**src/verilog/efr_pkg.sv**
```systemverilog
// Package with register map, bit positions and constants for the error flag register bank.
package efr_pkg;

  localparam int          EFR_NUM_REGS   = 3;
  localparam int          EFR_NUM_CH     = 4;
  localparam int          EFR_WD_LIMIT_I = 10;
  localparam logic [3:0]  EFR_WD_LIMIT   = 4'hA;

  // Register byte offsets.
  localparam logic [7:0]  EFR_ERR1_OFF   = 8'h00;
  localparam logic [7:0]  EFR_ERR2_OFF   = 8'h04;
  localparam logic [7:0]  EFR_ERR3_OFF   = 8'h08;
  localparam logic [7:0]  EFR_FILT1_OFF  = 8'h10;
  localparam logic [7:0]  EFR_FILT2_OFF  = 8'h14;
  localparam logic [7:0]  EFR_FILT3_OFF  = 8'h18;
  localparam logic [7:0]  EFR_DISP1_OFF  = 8'h20;
  localparam logic [7:0]  EFR_DISP2_OFF  = 8'h24;
  localparam logic [7:0]  EFR_DISP3_OFF  = 8'h28;
  localparam logic [7:0]  EFR_ERASE1_OFF = 8'h30;
  localparam logic [7:0]  EFR_ERASE2_OFF = 8'h34;
  localparam logic [7:0]  EFR_ERASE3_OFF = 8'h38;
  localparam logic [7:0]  EFR_REP1_OFF   = 8'h40;
  localparam logic [7:0]  EFR_REP2_OFF   = 8'h44;
  localparam logic [7:0]  EFR_REP3_OFF   = 8'h48;
  localparam logic [7:0]  EFR_STAT_OFF   = 8'h50;

  // Error register 1 bit positions.
  localparam int          EFR_B_CLK_INV  = 0;
  localparam int          EFR_B_BATT     = 1;
  localparam int          EFR_B_PROG     = 8;
  localparam int          EFR_B_RAM      = 9;
  localparam int          EFR_B_NVM      = 10;
  localparam int          EFR_B_MEAS     = 11;
  localparam int          EFR_B_WDOG     = 12;
  localparam int          EFR_B_FRAUD    = 13;
  localparam int          EFR_B_MB_COMM  = 16;
  localparam int          EFR_B_MB_FRAUD = 20;
  localparam int          EFR_B_MB_PERM  = 24;
  localparam int          EFR_B_MB_BATT  = 28;
  // Error register 2 bit positions.
  localparam int          EFR_B_MB_DECR  = 23;
  localparam int          EFR_B_MB_VALVE = 27;

  // Critical bits of error register 1: program, RAM, NV memory, measurement.
  localparam logic [31:0] EFR_CRIT_MASK  = 32'h00000F00;
  // Value of every error register after reset.
  localparam logic [31:0] EFR_RST_ZERO   = 32'h00000000;

  // NV configuration check period.
  localparam int          EFR_NV_PERIOD_S  = 3600;
  localparam int          EFR_CLK_HZ       = 100000000;
  localparam longint      EFR_NV_PERIOD_CYC = longint'(EFR_NV_PERIOD_S) * longint'(EFR_CLK_HZ);

  // RAM self-test sequencer states.
  typedef enum logic [2:0] {
    EFR_RT_IDLE  = 3'b000,
    EFR_RT_SAVE  = 3'b001,
    EFR_RT_INV   = 3'b010,
    EFR_RT_CHKI  = 3'b011,
    EFR_RT_REST  = 3'b100,
    EFR_RT_CHKO  = 3'b101,
    EFR_RT_DONE  = 3'b110
  } efr_rt_state_e;

  localparam int          EFR_RAM_AW     = 4;
  localparam int          EFR_RAM_DEPTH  = 16;

endpackage

```
**src/verilog/efr_bank.sv**
```systemverilog
// Error flag register bank with APB access, sticky flag rules, masks and fatal fault output.
//
// Contract
// - Filter bit 1 hides the error at that position; 0 passes it.
// - Three error filters, each laid out exactly like its error register.
// - Three display filters; a 1 keeps that error out of fatal fault.
// - Three erase filters exist; apart from clock invalid and replace battery, errors clear only through them.
// - Clock invalid sets on time deviation, clears automatically once time is set.
// - Clearing clock invalid by command before time set re-asserts it.
// - Replace battery sets on low backup; clears after replacement and time set.
// - Each watchdog reset counts; at ten the watchdog error flag sets.
// - Watchdog error flag clears only by a communication command.
// - Fraud flag set by tamper, replay, crypto failure; only client clears it.
// - After fraud clear, any new trigger sets it again.
// - Program signature mismatch or missing key sets program memory error.
// - Init RAM test: save, write inverse, compare, restore, compare; mismatch flags.
// - Critical structure signature mismatch on access sets the RAM error flag.
// - NV config checked hourly, dynamic data on access; failure sets NV error.
// - Critical flags (program, RAM, NV, measurement) are never cleared.
// - Any critical flag set also raises the fatal fault indication unless its display filter bit is 1.
// - No response or malformed frame sets that channel's communication error.
// - Slave fraud, permanent error, battery low or valve fault sets channel bit.
// - Failed decryption of a slave frame sets that channel's decryption bit.
// - Error registers are 32 bits, bit 0 least significant.
// - Register 1: bit 0 clock invalid, 11 measurement, 13 fraud.
// - Register 1 bits 16..31: comm, fraud, permanent, battery low per channel.
//
// Chosen here: the APB slave port and the register offsets.
`timescale 1ns/1ps
module efr_bank
  import efr_pkg::*;
#(
  parameter longint NV_PERIOD_CYC = efr_pkg::EFR_NV_PERIOD_CYC
) (
  input  wire logic        pclk,              // APB clock, 100 MHz.
  input  wire logic        presetn,           // Asynchronous reset, active low.
  input  wire logic        psel,              // APB select.
  input  wire logic        penable,           // APB enable.
  input  wire logic        pwrite,            // APB write.
  input  wire logic [7:0]  paddr,             // APB byte address.
  input  wire logic [31:0] pwdata,            // APB write data.
  input  wire logic [3:0]  pstrb,             // APB byte strobes.
  output logic      [31:0] prdata,            // APB read data.
  output logic             pready,            // APB ready.
  output logic             pslverr,           // APB error on unmapped address.
  input  wire logic        clk_deviation,     // Running time deviates from clock structure.
  input  wire logic        time_set,          // Pulse: meter time has been set.
  input  wire logic        batt_low,          // Backup supply below threshold.
  input  wire logic        batt_replaced,     // Pulse: battery replaced.
  input  wire logic        wdog_reset,        // Pulse: watchdog-induced processor reset.
  input  wire logic        cover_open,        // Pulse: terminal cover opened.
  input  wire logic        module_removed,    // Pulse: communication module removed.
  input  wire logic        magnet_detect,     // Pulse: magnetic field detected.
  input  wire logic        replay_attack,     // Pulse: replay attack detected.
  input  wire logic        crypto_fail,       // Pulse: decryption or authentication failure.
  input  wire logic        prog_sig_done,     // Pulse: program signature recomputed.
  input  wire logic        prog_sig_match,    // Signature matched, valid with done.
  input  wire logic        verify_key_present,// Verification key installed.
  input  wire logic        struct_access,     // Pulse: critical data structure accessed.
  input  wire logic        struct_sig_match,  // Structure signature matched, valid with access.
  input  wire logic        nv_cfg_fail,       // Result of hourly NV config check, 1 = bad.
  output logic             nv_cfg_check,      // Pulse: request hourly NV config check.
  input  wire logic        nv_data_access,    // Pulse: dynamic NV data accessed.
  input  wire logic        nv_data_ok,        // Dynamic NV data check passed.
  input  wire logic        meas_fault,        // Pulse: measurement self-check failed.
  input  wire logic [3:0]  mb_no_resp,        // Per channel: slave did not respond.
  input  wire logic [3:0]  mb_bad_frame,      // Per channel: malformed link layer frame.
  input  wire logic [3:0]  mb_fraud,          // Per channel: slave reports fraud.
  input  wire logic [3:0]  mb_perm,           // Per channel: slave reports permanent error.
  input  wire logic [3:0]  mb_batt,           // Per channel: slave reports battery low.
  input  wire logic [3:0]  mb_valve,          // Per channel: slave reports valve fault.
  input  wire logic [3:0]  mb_decr_fail,      // Per channel: frame decryption failed.
  output logic             ram_test_busy,     // Init RAM self-test running.
  output logic             fatal_fault_flag   // Fatal fault indication for the display.
);

  // ==========================================================================
  // Register storage
  // ==========================================================================
  logic [31:0]       err_ff   [EFR_NUM_REGS];
  logic [31:0]       filt_ff  [EFR_NUM_REGS];
  logic [31:0]       disp_ff  [EFR_NUM_REGS];
  logic [31:0]       erase_ff [EFR_NUM_REGS];
  logic [31:0]       nxt_err  [EFR_NUM_REGS];
  logic [31:0]       clr_req  [EFR_NUM_REGS];
  logic [31:0]       set_evt  [EFR_NUM_REGS];
  logic [3:0]        wd_cnt_ff;
  logic              time_valid_ff;
  logic              batt_pend_ff;
  logic              ram_err_evt;
  logic              nv_err_evt;
  logic              prog_err_evt;
  logic [63:0]       nv_tmr_ff;

  // ==========================================================================
  // APB decode
  // ==========================================================================
  logic              acc;
  logic              wr;
  logic [1:0]        sel_idx;
  logic [3:0]        grp;
  logic              mapped;
  logic [31:0]       rd_val;
  logic [31:0]       wmask;

  assign acc     = psel & penable;
  assign wr      = acc & pwrite;
  assign grp     = paddr[7:4];
  assign sel_idx = paddr[3:2];
  assign mapped  = (paddr[1:0] == 2'h0) &&
                   (((grp <= 4'h4) && (sel_idx != 2'h3)) || (paddr == EFR_STAT_OFF));
  assign wmask   = {{8{pstrb[3]}}, {8{pstrb[2]}}, {8{pstrb[1]}}, {8{pstrb[0]}}};

  always_comb begin
    rd_val = 32'h00000000;
    if (paddr == EFR_STAT_OFF) begin
      rd_val = {22'h000000, ram_test_busy, fatal_fault_flag, 4'h0, wd_cnt_ff};
    end else if (sel_idx != 2'h3) begin
      unique case (grp)
        4'h0: rd_val = err_ff[sel_idx];
        4'h1: rd_val = filt_ff[sel_idx];
        4'h2: rd_val = disp_ff[sel_idx];
        4'h3: rd_val = erase_ff[sel_idx];
        4'h4: rd_val = err_ff[sel_idx] & ~filt_ff[sel_idx];
        default: rd_val = 32'h00000000;
      endcase
    end
  end

  // Zero-wait slave: pready is registered high for the access cycle.
  always_ff @(posedge pclk or negedge presetn) begin
    if (!presetn) begin
      pready  <= 1'b0;
      pslverr <= 1'b0;
      prdata  <= 32'h00000000;
    end else begin
      pready  <= psel & ~penable;
      pslverr <= psel & ~penable & ~mapped;
      prdata  <= (psel & ~penable & ~pwrite & mapped) ? rd_val : 32'h00000000;
    end
  end

  // Masks are plain read/write storage, one per error register.
  generate
    for (genvar i = 0; i < EFR_NUM_REGS; i++) begin : g_mask
      always_ff @(posedge pclk or negedge presetn) begin
        if (!presetn) begin
          filt_ff[i]  <= 32'h00000000;
          disp_ff[i]  <= 32'h00000000;
          erase_ff[i] <= 32'h00000000;
        end else if (wr && pready && mapped && sel_idx == 2'(i)) begin
          if (grp == 4'h1) filt_ff[i]  <= (filt_ff[i] & ~wmask) | (pwdata & wmask);
          if (grp == 4'h2) disp_ff[i]  <= (disp_ff[i] & ~wmask) | (pwdata & wmask);
          if (grp == 4'h3) erase_ff[i] <= (erase_ff[i] & ~wmask) | (pwdata & wmask);
        end
      end
      // Writing 1 to an error register clears that bit, subject to the erase filter.
      assign clr_req[i] = (wr && pready && mapped && grp == 4'h0 && sel_idx == 2'(i)) ?
                          (pwdata & wmask & erase_ff[i]) : 32'h00000000;
    end
  endgenerate

  // ==========================================================================
  // Time and battery bookkeeping
  // ==========================================================================
  always_ff @(posedge pclk or negedge presetn) begin
    if (!presetn) begin
      time_valid_ff <= 1'b0;
    end else if (time_set) begin
      time_valid_ff <= 1'b1;
    end else if (clk_deviation) begin
      time_valid_ff <= 1'b0;
    end
  end

  always_ff @(posedge pclk or negedge presetn) begin
    if (!presetn) begin
      batt_pend_ff <= 1'b0;
    end else if (batt_low) begin
      batt_pend_ff <= 1'b0;
    end else if (batt_replaced) begin
      batt_pend_ff <= 1'b1;
    end else if (time_set) begin
      batt_pend_ff <= 1'b0;
    end
  end

  // ==========================================================================
  // Watchdog reset counter
  // ==========================================================================
  always_ff @(posedge pclk or negedge presetn) begin
    if (!presetn) begin
      wd_cnt_ff <= 4'h0;
    end else if (clr_req[0][EFR_B_WDOG]) begin
      wd_cnt_ff <= 4'h0;
    end else if (wdog_reset && wd_cnt_ff != EFR_WD_LIMIT) begin
      wd_cnt_ff <= wd_cnt_ff + 4'h1;
    end
  end

  // ==========================================================================
  // NV hourly check timer
  // ==========================================================================
  always_ff @(posedge pclk or negedge presetn) begin
    if (!presetn) begin
      nv_tmr_ff    <= 64'h0000000000000000;
      nv_cfg_check <= 1'b0;
    end else if (nv_tmr_ff >= 64'(NV_PERIOD_CYC - 1)) begin
      nv_tmr_ff    <= 64'h0000000000000000;
      nv_cfg_check <= 1'b1;
    end else begin
      nv_tmr_ff    <= nv_tmr_ff + 64'h0000000000000001;
      nv_cfg_check <= 1'b0;
    end
  end

  logic nv_chk_dly_ff;
  always_ff @(posedge pclk or negedge presetn) begin
    if (!presetn) begin
      nv_chk_dly_ff <= 1'b0;
    end else begin
      nv_chk_dly_ff <= nv_cfg_check;
    end
  end

  // ==========================================================================
  // Init RAM self-test over a local scratch memory
  // ==========================================================================
  efr_rt_state_e          rt_st_ff;
  logic [31:0]            ram_mem [EFR_RAM_DEPTH];
  logic [31:0]            rt_save_ff;
  logic [EFR_RAM_AW-1:0]  rt_addr_ff;
  logic                   rt_fail;

  assign rt_fail = ((rt_st_ff == EFR_RT_CHKI) && (ram_mem[rt_addr_ff] != ~rt_save_ff)) ||
                   ((rt_st_ff == EFR_RT_CHKO) && (ram_mem[rt_addr_ff] != rt_save_ff));

  // The scratch words come up cleared, so the self-test never compares undefined contents.
  always_ff @(posedge pclk or negedge presetn) begin
    if (!presetn) begin
      for (int k = 0; k < EFR_RAM_DEPTH; k++) begin
        ram_mem[k] <= 32'h00000000;
      end
    end else begin
      if (rt_st_ff == EFR_RT_INV) ram_mem[rt_addr_ff] <= ~rt_save_ff;
      if (rt_st_ff == EFR_RT_REST) ram_mem[rt_addr_ff] <= rt_save_ff;
    end
  end

  always_ff @(posedge pclk or negedge presetn) begin
    if (!presetn) begin
      rt_st_ff      <= EFR_RT_IDLE;
      rt_addr_ff    <= '0;
      rt_save_ff    <= 32'h00000000;
      ram_test_busy <= 1'b1;
    end else begin
      unique case (rt_st_ff)
        EFR_RT_IDLE: rt_st_ff <= EFR_RT_SAVE;
        EFR_RT_SAVE: begin
          rt_save_ff <= ram_mem[rt_addr_ff];
          rt_st_ff   <= EFR_RT_INV;
        end
        EFR_RT_INV:  rt_st_ff <= EFR_RT_CHKI;
        EFR_RT_CHKI: rt_st_ff <= EFR_RT_REST;
        EFR_RT_REST: rt_st_ff <= EFR_RT_CHKO;
        EFR_RT_CHKO: begin
          rt_addr_ff <= rt_addr_ff + 1'b1;
          rt_st_ff   <= (rt_addr_ff == EFR_RAM_AW'(EFR_RAM_DEPTH - 1)) ? EFR_RT_DONE : EFR_RT_SAVE;
        end
        EFR_RT_DONE: ram_test_busy <= 1'b0;
        default:     rt_st_ff <= EFR_RT_DONE;
      endcase
    end
  end

  // ==========================================================================
  // Error flag set events
  // ==========================================================================
  assign prog_err_evt = (prog_sig_done & ~prog_sig_match) | ~verify_key_present;
  assign ram_err_evt  = rt_fail | (struct_access & ~struct_sig_match);
  assign nv_err_evt   = (nv_chk_dly_ff & nv_cfg_fail) | (nv_data_access & ~nv_data_ok);

  always_comb begin
    set_evt[0] = 32'h00000000;
    set_evt[1] = 32'h00000000;
    set_evt[2] = 32'h00000000;
    set_evt[0][EFR_B_CLK_INV] = clk_deviation | ~time_valid_ff;
    set_evt[0][EFR_B_BATT]    = batt_low;
    set_evt[0][EFR_B_PROG]    = prog_err_evt;
    set_evt[0][EFR_B_RAM]     = ram_err_evt;
    set_evt[0][EFR_B_NVM]     = nv_err_evt;
    set_evt[0][EFR_B_MEAS]    = meas_fault;
    set_evt[0][EFR_B_WDOG]    = wdog_reset && (wd_cnt_ff == EFR_WD_LIMIT - 4'h1);
    set_evt[0][EFR_B_FRAUD]   = cover_open | module_removed | magnet_detect |
                                replay_attack | crypto_fail;
    set_evt[0][EFR_B_MB_COMM  +: EFR_NUM_CH] = mb_no_resp | mb_bad_frame;
    set_evt[0][EFR_B_MB_FRAUD +: EFR_NUM_CH] = mb_fraud;
    set_evt[0][EFR_B_MB_PERM  +: EFR_NUM_CH] = mb_perm;
    set_evt[0][EFR_B_MB_BATT  +: EFR_NUM_CH] = mb_batt;
    set_evt[1][EFR_B_MB_DECR  +: EFR_NUM_CH] = mb_decr_fail;
    set_evt[1][EFR_B_MB_VALVE +: EFR_NUM_CH] = mb_valve;
  end

  // Set wins over clear; critical bits ignore clears; hardware clears two bits itself.
  always_comb begin
    for (int i = 0; i < EFR_NUM_REGS; i++) begin
      nxt_err[i] = (err_ff[i] & ~clr_req[i]) | set_evt[i];
    end
    nxt_err[0] = nxt_err[0] | (err_ff[0] & EFR_CRIT_MASK);
    if (time_set && !clk_deviation) nxt_err[0][EFR_B_CLK_INV] = 1'b0;
    if (batt_pend_ff && time_set && !batt_low) nxt_err[0][EFR_B_BATT] = 1'b0;
    if (!clr_req[0][EFR_B_WDOG] && err_ff[0][EFR_B_WDOG]) nxt_err[0][EFR_B_WDOG] = 1'b1;
  end

  always_ff @(posedge pclk or negedge presetn) begin
    if (!presetn) begin
      err_ff[0] <= EFR_RST_ZERO;
      err_ff[1] <= EFR_RST_ZERO;
      err_ff[2] <= EFR_RST_ZERO;
    end else begin
      err_ff[0] <= nxt_err[0];
      err_ff[1] <= nxt_err[1];
      err_ff[2] <= nxt_err[2];
    end
  end

  // ==========================================================================
  // Fatal fault indication
  // ==========================================================================
  always_ff @(posedge pclk or negedge presetn) begin
    if (!presetn) begin
      fatal_fault_flag <= 1'b0;
    end else begin
      fatal_fault_flag <= |(err_ff[0] & EFR_CRIT_MASK & ~disp_ff[0]);
    end
  end

endmodule

```
**config.mk**
```make
export PLATFORM = sky130hd
export DESIGN_NAME = efr_bank
export DESIGN_NICKNAME = d
export VERILOG_FILES = /design/src/verilog/efr_pkg.sv /design/src/verilog/efr_bank.sv
export SDC_FILE = /design/constraint.sdc
export NUM_CORES = 2
export LEC_CHECK = 0
export BUFFER_PORTS_ARGS = -buffer_cell sky130_fd_sc_hd__buf_4
export CAP_MARGIN = 20
export CORE_MARGIN = 2
export CORE_UTILIZATION = 63
export CTS_CLUSTER_SIZE = 24
export DETAILED_ROUTE_END_ITERATION = 7
export PLACE_DENSITY = 0.8
export SYNTH_ARGS = -nofsm -noshare
export SYNTH_HDL_FRONTEND = slang
export SYNTH_SLANG_ARGS = --single-unit
```
**constraint.sdc**
```tcl
create_clock -name pclk -period 3.95 [get_ports pclk]
set_clock_uncertainty 0.1 [all_clocks]
set_input_delay 0.1975 -clock pclk [delete_from_list [all_inputs] [get_ports pclk]]
set_output_delay 0.1975 -clock pclk [all_outputs]
set_load 0.1 [all_outputs]
```
Word level (Yosys, flattened, before mapping) --
Index checks and enable logic that the tools add are counted.
Word-level totals: input port bits 96, logic and storage cells 219, bits in registers 1043, output and inout port bits 37
Cells by class: reduce and logical (&&, ||, !) cells 42, magnitude comparators 5, mux-type cells 42, add/subtract/negate cells 3, bitwise operators 66, equal/unequal tests 19
Operators by type and width (number):
- $bwmux 512 | 2
- $mux 512 | 2
- $and 32x32->32 | 17
- $mux 32 | 17
- $or 32x32->32 | 10
- $bmux 32 s2 | 4
- $not 32->32 | 7
- $pmux 32 s5 | 1
- $bmux 32 s4 | 1
- $demux 32 s4 | 1
- $add 64x1->64 const B | 1
- $ge 64x39->1 const B | 1
- $mux 64 | 1
- $ne 32x32->1 | 2
- $and 12x32->32 | 1
- $or 32x12->32 | 1
- $or 32x31->32 | 1
- $reduce_or 32->1 | 1
- $pmux 3 s7 | 1
- $logic_and 1x1->1 | 20
- $reduce_and 2->1 | 9
- $and 1x1->1 | 10
- $eq 3x3->1 const B | 3
- $mux 1 | 9
- 30 further kinds | 54

Depth between registers and ports, before layout --
depth after elaboration 13, depth in mapped cells 13, mapped depth without buffers 9

Worst setup path before layout --
Ideal clock, no wire load.
path kind reg2reg, start point register rt_addr_ff[1], end point register ram_mem[122] in the netlist's numbering, period minus slack after synthesis 2.782 ns, path buffers 6, data required time 3.709 ns, library setup time 0.141 ns, cell stages (with the launch flop) 12, arrival 2.541 ns, slack 1.168 ns, cell sequence dfrtp_1 > buf_4 > buf_2 > buf_1 > inv_1 > ha_1 > and3_1 > clkbuf_1 > nand2_1 > clkbuf_1 > clkbuf_1 > a31oi_1
On the way: cells in the longest elaborated chain, start to end 9, elaborated cells between the ends (all ways) 10, those cells by class order compare (2); mux (6); bitwise (1); reduce/logical (1)
Ends and longest elaborated chain:
- from (decl) | RTL line efr_bank.sv:232 | logic [EFR_RAM_AW-1:0] rt_addr_ff;
- from (signal assigned) | RTL line efr_bank.sv:267 | rt_addr_ff <= rt_addr_ff + 1'b1;
- $not 4->5 * | RTL line efr_bank.sv:245, efr_bank.sv:246
- $ge 5x5->1 (not written as such) / $lt 5x1->1 (equally long branches) | RTL line efr_bank.sv:245, efr_bank.sv:246
- $logic_and 1x1->1 (not written as such) | RTL line efr_bank.sv:245, efr_bank.sv:246
- $mux 32 (not written as such) | RTL line efr_bank.sv:245, efr_bank.sv:246
- $demux 32 s4 * | RTL line efr_bank.sv:245, efr_bank.sv:246
- $bwmux 512 | RTL line efr_bank.sv:245 | if (rt_st_ff == EFR_RT_INV) ram_mem[rt_addr_ff] <= ~rt_save_ff;
- $mux 512 | RTL line efr_bank.sv:245
- $bwmux 512 | RTL line efr_bank.sv:246 | if (rt_st_ff == EFR_RT_REST) ram_mem[rt_addr_ff] <= rt_save_ff;
- $mux 512 * | RTL line efr_bank.sv:246
- to (signal, indexed assignment) | RTL line efr_bank.sv:245
- to (signal, indexed assignment) | RTL line efr_bank.sv:246
- to (decl) | RTL line efr_bank.sv:230 | logic [31:0] ram_mem [EFR_RAM_DEPTH];
Mark *: on every way between the ends. The rest lies on a longest branch, timed or not. A chain may end at the register's enable or synchronous reset.

==> results.ini <==
[run_status]
outcome = completed

[grt]
antenna_found_initial = 3
grt_use_total = 0.3713
grt_overflow_total = 0
grt_pass1_vias = 43730
grt_max_degree = 129
grt_pass1_wl_mm = 249.0

[synthesis]
ys_warn_count = 0
synthArstFlopShare = 1.000
synth_area_per_cell_um2 = 10.49
synthesis.area_um2 = 52040
ys_seq_area_frac = 0.5016
post_synth_num_cell_types = 66
synth_top_area_cell = dfrtp_1
synth_area_leaders = dfrtp_1 50%, a211oi_1 6.9%, mux2_2 6.7%, a31oi_1 6.3%, nand2_1 5.1%
synth-seq-cells = 1043
ys.flop_type = dfrtp_1
netlist.area_leader.share = 0.5011
synth-edff-count = 0
synthCells = 4961

[worst_setup_path]
crit_buf_inv = 2
crit_fanout = 20
end_kind = flip-flop
criticalPathCategory = reg -> reg
arrival_ns = 3.98
required_ns = 4.38
path_cells = buf_12 -> buf_4 -> mux4_2 -> a22oi_1 -> nand2_1 -> xnor2_1 -> nor4_1 -> nand4_1 -> o41ai_2 -> o2111ai_1
start_kind = flip-flop
crit_path_max_incr_delay_ns = 0.73
crit_family = compound AO/OA/AOI/OAI gates
cp_slowest_cell = dfrtp_4

[timing]
timing.final.crit_period_ns = 3.546
final_hold_viol_count = 0
worst_pin_slew_ns = 0.9322
rsz0062_at_grt = no
setup_tns_ns = 0
fmax_mhz = 282.0
relSlewSlack = 0.3786
setup_viol_count_final = 0
drv_slew = 0
finalCritPeriodShare = 0.8978
holdWs_ns = 0.07983
setup_ws_ns = 0.4038

[detailed_routing]
firstDrtPassIters = 6
via_per_inst = 7.104
wl_per_cell_um = 25.73
routed_wl_mm = 158.4
ant_nets = 0
drt_iter0_drc = 5944
drc = 0
vias = 43740

[run]
drv_cap = 0

[cells_and_area]
layout_commonest_cell = dfrtp_1
layout_common_cells = 1040 x dfrtp_1, 695 x nand2_1, 521 x a31oi_1, 476 x a211oi_1, 310 x mux2_2
fin_util = 0.7228
drive_above_1_share = 0.1843
final.fill_count = 5402
final_nets = 5098
synthToLayoutAreaGrowth_pct = 13.88

[placed_design]
place_ws_ns = 0.4600
io_buffer_count = 132
place.gp.congestion = 0.9351
dpl.hpwl_mm = 94.20

[clock_network]
htree_levels = 3
cts_made_buffers = 108
cts_resized = 0
clk_path_buf_depth = 3
cts_setup_buffers = 0
cts_tree = done
insertion_delay_ns = 0.70
clkSinkCount = 1043
clkTransAtPathRegs_ns = 0.07
root_buffer = clkbuf_16
cts_hold_buf = 114

[pwr]
leakage_uw = 0.02635
p_total_uw = 22490
vdd_drop_max_mv = 0.4509
p_per_area_nw_per_um2 = 379.5

[die]
fp.dieArea_um2 = 84910
core_area_um2 = 81980
die_x_um = 291.4
start_util = 0.6348
rows = 105
pin_count = 133
die_h_um = 291.4

[hold_path]
hp-class = in -> async

==> logic make-up (layout without fill, tap and decap cells) <==
logic type | after synthesis | after routing | share of synthesized area
AO/OA/AOI/OAI | 1573 | 1573 | 0.2016
AND/OR/NAND/NOR | 1075 | 1075 | 0.08678
flip-flops | 1043 | 1043 | 0.5016
buffers and inverters | 606 | 705 | 0.04804
multiplexers | 581 | 581 | 0.1475
XOR/XNOR | 74 | 74 | 0.01246
adder cells (fa/ha/maj) | 8 | 8 | 0.001924
other | 1 | 28 | 0.00007207
==> metal layers <==
layer	part of all wire	wire (um)	up-vias	GRT usage
met5	0.000063	10	-	0
met1	0.37	59060	21620	0.4904
met2	0.47	74290	2957	0.5823
met3	0.10	16470	618	0.07536
met4	0.054	8592	2	0.2007
li1	-	-	18540	-
==> final timing paths <==
kind                                           startpoint                       to  slack (ns)  cells past startpoint
worst max-delay path            rt_addr_ff[0]$_DFFE_PN0N_     err_ff[73]$_DFF_PN0_        0.40                     10
worst min-delay path                              presetn   ram_mem[473]$_DFF_PN0_        0.08                      2
worst max register to register  rt_addr_ff[0]$_DFFE_PN0N_     err_ff[73]$_DFF_PN0_        0.40                     10
worst min register to register     nv_cfg_check$_DFF_PN0_  nv_chk_dly_ff$_DFF_PN0_        0.33                      0
max in group asynchronous                         presetn     prdata[20]$_DFF_PN0_        2.52                      3
min in group pclk                                paddr[0]      prdata[0]$_DFF_PN0_        0.10                      5
==> metrics by stage <==
step                area (um2)  std cells
floorplan                52130       4985
global placement         54060       5832
detailed placement       54070       5833
CTS                      59060       6147
global route             59250       6155
finish                   59260       6157
==> cell usage after synthesis, drive strengths merged (4+ instances only) <==
| cell type | n |
|---|---|
| nand2 | 706 |
| nor2b | 14 |
| nand3b | 4 |
| xnor2 | 49 |
| mux4 | 113 |
| nand3 | 25 |
| nand4 | 47 |
| clkbuf | 428 |
| o21ai | 179 |
| dfrtp | 1042 |
| mux2 | 310 |
| a21oi | 104 |
| ha | 8 |
| a21o | 52 |
| a221oi | 6 |
| o22ai | 64 |
| buf | 94 |
| a211o | 6 |
| inv | 84 |
| nor3 | 5 |
| nand2b | 8 |
| nor4 | 17 |
| a22oi | 52 |
| or4 | 4 |
| o21a | 44 |
| nor2 | 181 |
| a31oi | 521 |
| a22o | 23 |
| xor2 | 25 |
| mux2i | 158 |
| a211oi | 479 |
| and3 | 13 |
| or2 | 5 |
| a41oi | 30 |
| and2 | 35 |
| and4 | 5 |
==> where the power goes <==
group | total, uW | internal (uW) | switching (uW) | leakage, uW
Clock | 11000 | 6380 | 4570 | 0.00187
Sequential | 10800 | 10700 | 38.7 | 0.0138
Combinational | 774 | 253 | 521 | 0.0107
Total | 22500 | 17400 | 5130 | 0.0263
==> cell type report <==
class / count / area, um2 / share of cell area
clock buffers: 152 / 3148 / 0.05313
clock inverters: 48 / 694.4 / 0.01172
multi-input cells: 3336 / 23610 / 0.3985
diodes: 3 / 7.507 / 0.0001267
flip-flops and latches: 1043 / 26110 / 0.4406
repair buffers: 421 / 4033 / 0.06805
well taps: 1070 / 1339 / 0.02259
inverters: 84 / 315.3 / 0.005321
Power figures use the tool's default switching activity.
